$ cat config.mk
export PLATFORM = sky130hd
export DESIGN_NAME = sacc_control
export DESIGN_NICKNAME = d
export VERILOG_FILES = /design/src/hw/sacc_pkg.sv /design/src/hw/sacc_control.sv
export VERILOG_INCLUDE_DIRS = /design/src /design/src/hw
export SDC_FILE = /design/constraint.sdc
export NUM_CORES = 1
export LEC_CHECK = 0
export BUFFER_PORTS_ARGS = -buffer_cell sky130_fd_sc_hd__buf_2
export CORE_ASPECT_RATIO = 0.7
export CORE_UTILIZATION = 28
export DETAILED_ROUTE_END_ITERATION = 16
export GPL_ROUTABILITY_DRIVEN = 0
export GPL_TIMING_DRIVEN = 0
export PLACE_DENSITY_LB_ADDON = 0.2
export SLEW_MARGIN = 10
export SYNTH_ARGS = -nofsm -noshare
export SYNTH_HDL_FRONTEND = slang
export SYNTH_SLANG_ARGS = --single-unit
$ cat constraint.sdc
create_clock -name clk -period 2.8 [get_ports clk]
set_input_delay 0 -clock clk [delete_from_list [all_inputs] [get_ports clk]]
set_output_delay 0 -clock clk [all_outputs]
set_load 0.005 [all_outputs]
$ cat src/hw/sacc_map.svh
// Purpose: Constants for the sampling converter control block.
// Assumes: 100 MHz clock, all pins synchronous to it.
// Notes: Behaviour list of the block follows.
// Behaviour
// - A falling edge of convert_start_n begins a conversion unless power_down_n is low.
// - Start and read inputs are ignored unless chip select is low.
// - Result pins driven only while read strobe and chip select are low.
// - Busy is low throughout a conversion and rises at its end.
// - New result is valid on the outputs when busy rises.
// - Power-down is entered whenever power_down_n is low.
// - Variety select low gives sleep, high gives nap.
// - The approximation register is cleared when a conversion starts.
// - Start edges during a conversion have no effect.
// - Bits are decided one at a time, most significant first.
// - The finished approximation word is loaded into the result latches.
// - The result is a two's complement word.
// - Each conversion completes within 0.75 us of its start edge.
`ifndef SACC_MAP_SVH
`define SACC_MAP_SVH
`define SACC_CLK_NS 10
`define SACC_TCONV_MAX_NS 750
`define SACC_TCONV_CYC (`SACC_TCONV_MAX_NS / `SACC_CLK_NS)
`define SACC_TACQ_MIN_NS 100
`define SACC_TACQ_CYC ((`SACC_TACQ_MIN_NS + `SACC_CLK_NS - 1) / `SACC_CLK_NS)
`define SACC_TWAKE_NS 200
`define SACC_TWAKE_CYC ((`SACC_TWAKE_NS + `SACC_CLK_NS - 1) / `SACC_CLK_NS)
`define SACC_RESULT_RST 12'h000
`endif

$ cat src/hw/sacc_pkg.sv
package sacc_pkg;
  typedef enum logic [1:0] {
    SACC_ACQ = 2'b00,
    SACC_CONV = 2'b01,
    SACC_LOAD = 2'b10
  } sacc_state_t;
  typedef enum logic [1:0] {
    SACC_ACTIVE = 2'b00,
    SACC_NAP = 2'b01,
    SACC_SLEEP = 2'b10
  } sacc_power_t;
  typedef struct packed {
    logic [11:0] value;
    logic [11:0] driveEn;
  } sacc_result_t;
endpackage : sacc_pkg

$ cat src/hw/sacc_control.sv
// Purpose: Conversion sequencer, result latches and bus output control.
// Assumes: Comparator decision arrives synchronously, one per bit cycle.
// Notes: Bit cycle time is stretched so twelve bits fit the conversion limit.
`timescale 1ns/100ps
`default_nettype none
`include "sacc_map.svh"
module sacc_control
  import sacc_pkg::*;
#(
  parameter int Width = 12,
  parameter int BitCycles = 4
)
(
  input wire logic clk,
  input wire logic resetn,
  input wire logic chipSelectN,
  input wire logic convert_start_n,
  input wire logic readStrobeN,
  input wire logic power_down_n,
  input wire logic power_down_variety_select,
  input wire logic compareHigh,
  output logic busyN,
  output logic sampleHold,
  output logic [Width-1:0] trialWord,
  output sacc_result_t result_bits,
  output sacc_power_t powerMode
);
  sacc_state_t state_q, state_d;
  logic startLevel_q;
  logic [Width-1:0] approximation_register_q;
  logic [Width-1:0] latch_q;
  logic [$clog2(Width)-1:0] bitIdx_q;
  logic [$clog2(BitCycles+1)-1:0] phase_q;
  logic [Width-1:0] bitMask;
  logic startQual;
  logic startEdge;
  logic bitDone;
  logic readEnable;
  logic [Width-1:0] decided;
  // The comparator works on the level counted from negative full scale, so flipping
  // the top bit on the way into the latches gives the two's complement code.
  localparam logic [Width-1:0] SignBit = {1'b1, {(Width-1){1'b0}}};

  // Chip select gates both the start and the read strobe.
  // A start held low with chip select low never fires twice, since an edge needs the gated level to drop first.
  assign startQual = ~convert_start_n & ~chipSelectN;
  assign startEdge = startQual & ~startLevel_q;
  assign readEnable = ~readStrobeN & ~chipSelectN;
  assign bitMask = {{(Width-1){1'b0}}, 1'b1} << (Width - 1 - bitIdx_q);
  assign bitDone = (phase_q == ($clog2(BitCycles+1))'(BitCycles - 1));
  // The trial word stays offset binary because the DAC counts from negative full scale.
  // Only the latched result carries the sign flip.
  assign trialWord = approximation_register_q | bitMask;
  assign decided = compareHigh ? trialWord : approximation_register_q;
  assign busyN = (state_q == SACC_ACQ);
  assign sampleHold = (state_q != SACC_ACQ);
  assign result_bits.value = latch_q;
  assign result_bits.driveEn = readEnable ? {Width{1'b1}} : {Width{1'b0}};
  // Nap keeps logic awake; a conversion already running is allowed to finish.
  assign powerMode = power_down_n ? SACC_ACTIVE :
    (power_down_variety_select ? SACC_NAP : SACC_SLEEP);

  always_comb
  begin
    state_d = state_q;
    case (state_q)
      SACC_ACQ:
      begin
        if (startEdge && power_down_n)
        begin
          state_d = SACC_CONV;
        end
      end
      SACC_CONV:
      begin
        if (bitDone && bitIdx_q == ($clog2(Width))'(Width - 1))
        begin
          state_d = SACC_LOAD;
        end
      end
      SACC_LOAD: state_d = SACC_ACQ;
      default: state_d = SACC_ACQ;
    endcase
  end

  always_ff @(posedge clk or negedge resetn)
  begin
    if (!resetn)
    begin
      state_q <= SACC_ACQ;
      startLevel_q <= 1'b0;
    end
    else
    begin
      state_q <= state_d;
      startLevel_q <= startQual;
    end
  end

  always_ff @(posedge clk or negedge resetn)
  begin
    if (!resetn)
    begin
      approximation_register_q <= {Width{1'b0}};
      bitIdx_q <= '0;
      phase_q <= '0;
    end
    else if (state_q == SACC_ACQ)
    begin
      approximation_register_q <= {Width{1'b0}};
      bitIdx_q <= '0;
      phase_q <= '0;
    end
    else if (state_q == SACC_CONV)
    begin
      phase_q <= bitDone ? '0 : phase_q + 1'b1;
      if (bitDone)
      begin
        approximation_register_q <= decided;
        bitIdx_q <= bitIdx_q + 1'b1;
      end
    end
  end

  always_ff @(posedge clk or negedge resetn)
  begin
    if (!resetn)
    begin
      latch_q <= `SACC_RESULT_RST;
    end
    else if (state_q == SACC_LOAD)
    begin
      latch_q <= approximation_register_q ^ SignBit;
    end
  end

  // A 32-bit int counter only wraps long after ConvMax, so a stuck conversion still trips the limit check.
  localparam int ConvMax = `SACC_TCONV_CYC;
  localparam int ConvCycles = Width * BitCycles + 1;
  int convCount;
  always_ff @(posedge clk or negedge resetn)
  begin
    if (!resetn)
    begin
      convCount <= 0;
    end
    else
    begin
      convCount <= busyN ? 0 : convCount + 1;
    end
  end
endmodule : sacc_control
`default_nettype wire

# Word level (Yosys, flattened, before mapping)

Index checks and enable logic that the tools add are counted.

Input port bits: 8
Register bits: 34

Shifts and indexed selects: 1
Bitwise gates (word level): 9
Add/sub/neg operators: 3
Eq/ne operators: 6
Multiplexer cells: 16
Reduce and logical (&&, ||, !) cells: 10

Operators by type and width:

| operator              | count |
|---|---|
| $mux 12               | 5 |
| $shl 1x32->12 const A | 1 |
| $mux 4                | 3 |
| $or 12x12->12         | 1 |
| $mux 3                | 3 |
| $mux 2                | 4 |
| $reduce_bool 2->1     | 4 |
| $not 1->1             | 5 |
| $sub 4x4->5 const A   | 1 |
| $add 4x1->4 const B   | 1 |
| $eq 4x4->1 const B    | 1 |
| $pmux 2 s2            | 1 |
| $reduce_and 2->1      | 2 |
| $add 3x1->3 const B   | 1 |
| $and 1x1->1           | 3 |
| $eq 3x2->1 const B    | 1 |
| $reduce_and 3->1      | 1 |
| $eq 2x1->1 const B    | 1 |
| $eq 2x2->1 const B    | 1 |
| $logic_and 1x1->1     | 2 |
| $logic_not 2->1       | 1 |
| $ne 2x1->1 const B    | 1 |
| $ne 2x2->1 const B    | 1 |

# Depth between registers and ports, before layout

Word-level depth: 7
Mapped depth: 6
Gate-level depth less buffers: 5

# Worst setup path before layout

No wires, ideal clock.

Path kind: register to register
From: reg bitIdx_q[2]
To: reg approximation_register_q[2]
Required time: 2.727 ns
Cell stages (with the launch flop): 7
Arrival time: 1.503 ns
Slack: 1.224 ns
Setup time: 0.073 ns
Cell sequence: dfrtp_1 -> clkbuf_2 -> inv_1 -> ha_1 -> nor4_1 -> a31oi_1 -> nor2_1

Cells in the longest elaborated chain, start to end: 7

RTL lines:

| what                   | line                | RTL |
|---|---|---|
| from (decl)            | sacc_control.sv:32  | `logic [$clog2(Width)-1:0] bitIdx_q;` |
| from (signal assigned) | sacc_control.sv:120 | `bitIdx_q <= bitIdx_q + 1'b1;` |
| $sub 4x4->5            | sacc_control.sv:49  | `assign bitMask = {{(Width-1){1'b0}}, 1'b1} << (Width - 1 - bitIdx_q);` |
| $shl 1x32->12          | sacc_control.sv:49  |  |
| $or 12x12->12          | sacc_control.sv:53  | `assign trialWord = approximation_register_q \| bitMask;` |
| $mux 12                | sacc_control.sv:54  | `assign decided = compareHigh ? trialWord : approximation_register_q;` |
| $mux 12                | sacc_control.sv:117 | `if (bitDone)` |
| $mux 12                | sacc_control.sv:114 | `else if (state_q == SACC_CONV)` |
| $mux 12                | sacc_control.sv:108 | `else if (state_q == SACC_ACQ)` |
| to (signal assigned)   | sacc_control.sv:104 | `approximation_register_q <= {Width{1'b0}};` |
| to (signal assigned)   | sacc_control.sv:110 | `approximation_register_q <= {Width{1'b0}};` |
| to (signal assigned)   | sacc_control.sv:119 | `approximation_register_q <= decided;` |
| to (decl)              | sacc_control.sv:30  | `logic [Width-1:0] approximation_register_q;` |

No other way between the ends. The select of a mux whose other input is x is not followed.
A chain may end at the register's enable or synchronous reset.

# Worst setup path after layout

From: reg bitIdx_q[2]
To: out trialWord[3]

Cells in the longest elaborated chain, start to end: 3

RTL lines:

| what          | line               | RTL |
|---|---|---|
| $sub 4x4->5   | sacc_control.sv:49 |  |
| $shl 1x32->12 | sacc_control.sv:49 |  |
| $or 12x12->12 | sacc_control.sv:53 |  |
| to (decl)     | sacc_control.sv:24 | `output logic [Width-1:0] trialWord,` |

No other way between the ends.

==> summary.md <==
| Metric | Value |
|---|---|
| Outcome | `completed` |
| Simple-gate share of the synthesized area | `0.160` |
| Vias in the first global route | `1127` |
| Post-CTS sizing | `0` |
| Ys Warns | `0` |
| Core area | `0.00573 mm^2` |
| Gate Count Post-Synth | `152` |
| Buffers on Ports | `47` |
| Int Power | `0.927 mW` |
| Worst Reg-to-Reg Cells | `6` |
| DR pass1 iterations | `4` |
| Post-DP HPWL | `2580 um` |
| Top Layer Used | `met4` |
| CP max-delay cell | `nor4_1` |
| Full die area | `0.00627 mm^2` |
| Largest family of logic cells by synthesized area | `simple AND/OR/NAND/NOR gates` |
| Cell leakage power | `1.24 nW` |
| CTS tree | `yes` |
| DRT iter0 DRCs | `44` |
| Net switching power | `0.401 mW` |
| Post-Synth Adder-Cell Area | `0.0300` |
| First-pass GRT wire length | `5900 um` |
| Number of core rows | `23` |
| Post-Syn Nets | `164` |
| Comb pwr share | `0.227` |
| Synth async-reset ratio | `1.00` |
| Pwr dens | `622 mW/mm^2` |
| Area contributors post-synth | `dfrtp_1, mux2_2, a21o_1, buf_4, a31oi_1` |
| Worst-Skew Late Latency | `290 ps` |
| Worst vdd ir | `0.000207 V` |
| Post-CTS Setup Inserts | `0` |
| R2r setup slk | `920 ps` |
| Overflow after GRT | `0` |
| Power Total | `1.33 mW` |
| Biggest area consumer among synthesized cells | `dfrtp_1` |
| Max Clock Skew | `10.1 ps` |
| Post-synth EDFFs | `0` |
| Met3 Wirelength | `164 um` |
| Most common cell after layout, fill and taps aside | `buf_2` |
| H-Tree Depth | `2` |
| Setup crit end kind | `primary output` |
| Clock power share | `0.339` |
| Fmax | `0.470 GHz` |
| Relative slew slack | `0.488` |
| Synth-to-Final Area Change | `28.1%` |
| Worst EP required | `2800 ps` |
| CP Cell Sequence | `clkbuf_2 > inv_1 > ha_1 > nor4_1 > a21o_1 > buf_2` |
| Setup tns final | `0 ps` |
| Min Tclk post-route | `2130 ps` |
| CTS Buffer Depth | `2` |
| Die width | `94.2 um` |
| Largest net degree at the start of global routing | `35` |
| Data arrival, critical path | `2130 ps` |
| Fraction of layout cells with a size suffix above 1 | `0.419` |
| Hold_buf cts | `3` |
| Final WL | `3690 um` |
| Hold Fails Final Rpt | `0` |
| Slew Viols, Final | `0` |
| Reg clk slew, reported paths | `80 ps` |
| Net Sw Frac | `0.302` |
| Cells on Worst Hold Path | `3` |
| Post-layout util | `0.373` |
| Startpoint Class | `register` |
| Post-route DRC violation count | `0` |
| Critical path peak fanout | `9` |
| Mux cell area share after synthesis | `0.0743` |
| Max Cap Viol | `0` |
| Post-route ant nets | `0` |
| Hold Crit Class | `in -> reg` |
| Hold_ws | `82.9 ps` |
| Top_reg_cell synth | `dfrtp_1` |
| Flops & latches, synth | `34` |
| Die height | `66.6 um` |
| Met2 WL | `1470 um` |
| Wire per inst | `12.9 um` |
| Xor/xnor share of the synthesized area | `0` |
| Sequential power share | `0.435` |
| Initial antenna violation count | `0` |
| Clock sink count | `34` |
| Clk root buf | `clkbuf_8` |
| DRT met1 WL | `1990 um` |
| # IOs | `48` |
| Synth Area per Inst | `11.0 um^2` |
| Initial Utilization | `0.291` |
| Fin crit share | `0.759` |
| Fill count | `601` |
| Synthesized area | `0.00167 mm^2` |
| Tot GR Track Use | `0.126` |
| Yosys top cell area share | `0.511` |
| RSZ-0062 raised after global routing | `false` |
| Slowest stage delay, CP | `490 ps` |
| Register area share after synthesis | `0.511` |
| Post-DR vias/cell | `4.61` |
| Post-synth cell types | `34` |
| Compound-Gate Fraction of Synth Area | `0.145` |
| Final #Nets | `221` |
| Final setup viols | `0` |
| Worst Path Class, Setup | `reg -> out` |
| Least-Margin Pin Slew | `768 ps` |
| CTS buffer count | `5` |
| Routed vias | `1315` |
| Antenna cells | `0` |
| Commonest non-fill, non-tap cells in the layout | `buf_2, dfrtp_1, nor2_1` |
## path summary, 6_finish.rpt
| kind | from | endpoint |
|---|---|---|
| worst max-delay path | bitIdx_q[2] | trialWord[3] |
| min in group asynchronous | resetn | latch_q[4] |
| max in group asynchronous | resetn | bitIdx_q[1] |
| worst min register to register | latch_q[11] | latch_q[11] |
| worst max register to register | bitIdx_q[2] | approximation_register_q[2] |
| worst min-delay path | chipSelectN | state_q[0] |
## metrics by stage
stage               area, um^2  worst slack (ps)  std cells
floorplan                 1670              1220        152
global placement          2000               943        274
detailed placement        2000               934        274
CTS                       2130               647        285
global route              2130               485        285
finish                    2130               674        285
## state kept, by name (all words and copies together), names as in the netlist
signal / flops
approximation_register_q: 12
bitIdx_q: 4
latch_q: 12
phase_q: 3
startLevel_q: 1
state_q: 2
## power groups by stage
stage / Clock [mW] / Combinational (mW) / Sequential (mW)
floorplan: 0 / 0.200 / 0.573
global placement: 0 / 0.300 / 0.587
detailed placement: 0 / 0.301 / 0.586
CTS: 0.460 / 0.305 / 0.577
global route: 0.481 / 0.340 / 0.587
finish: 0.450 / 0.301 / 0.577
## per-layer routing
layer	vias up	global-route usage
met5	-	0
met4	0	0.0577
met3	7	0.0342
met2	38	0.160
met1	626	0.192
li1	644	-
## logic make-up after synthesis
| family | count (synthesis) |
|---|---|
| AND/OR/NAND/NOR | 46 |
| AO/OA/AOI/OAI | 35 |
| flip-flops | 34 |
| buffers and inverters | 22 |
| multiplexers | 11 |
| adder cells (fa/ha/maj) | 4 |
## cell type report
cell class                 instances  area [um^2]  area share
timing repair buffer              50          265       0.124
multi-input combinational         96          682       0.319
clock buffer                       5         68.8      0.0322
tap                               75         93.8      0.0440
inverter                           3         11.3     0.00528
buffer                            19          123      0.0574
sequential                        34          851       0.399
clock inverter                     3         40.0      0.0188
## cell usage after synthesis, types with 2 or more instances
library cell and instances:
buf_4 12, nand2b_1 3, mux2_2 11, inv_1 3, nand3_1 3, nor4b_2 2
nor2_1 17, nor2b_1 6, a21o_1 14, ha_1 4, clkbuf_1 2, o21ai_0 3
dfrtp_1 34, nand2_1 4, a31oi_1 12, buf_2 4
## critical path, delay by kind of cell, from the launching register on
kind | cells | cell delay [ps]
buffers and inverters | 3 | 390
DFF | 1 | 350
adders and majority gates | 1 | 390
and+or+nand+nor | 1 | 490
AOI/OAI and AO/OA | 1 | 200
Power figures use the tool's default switching activity.
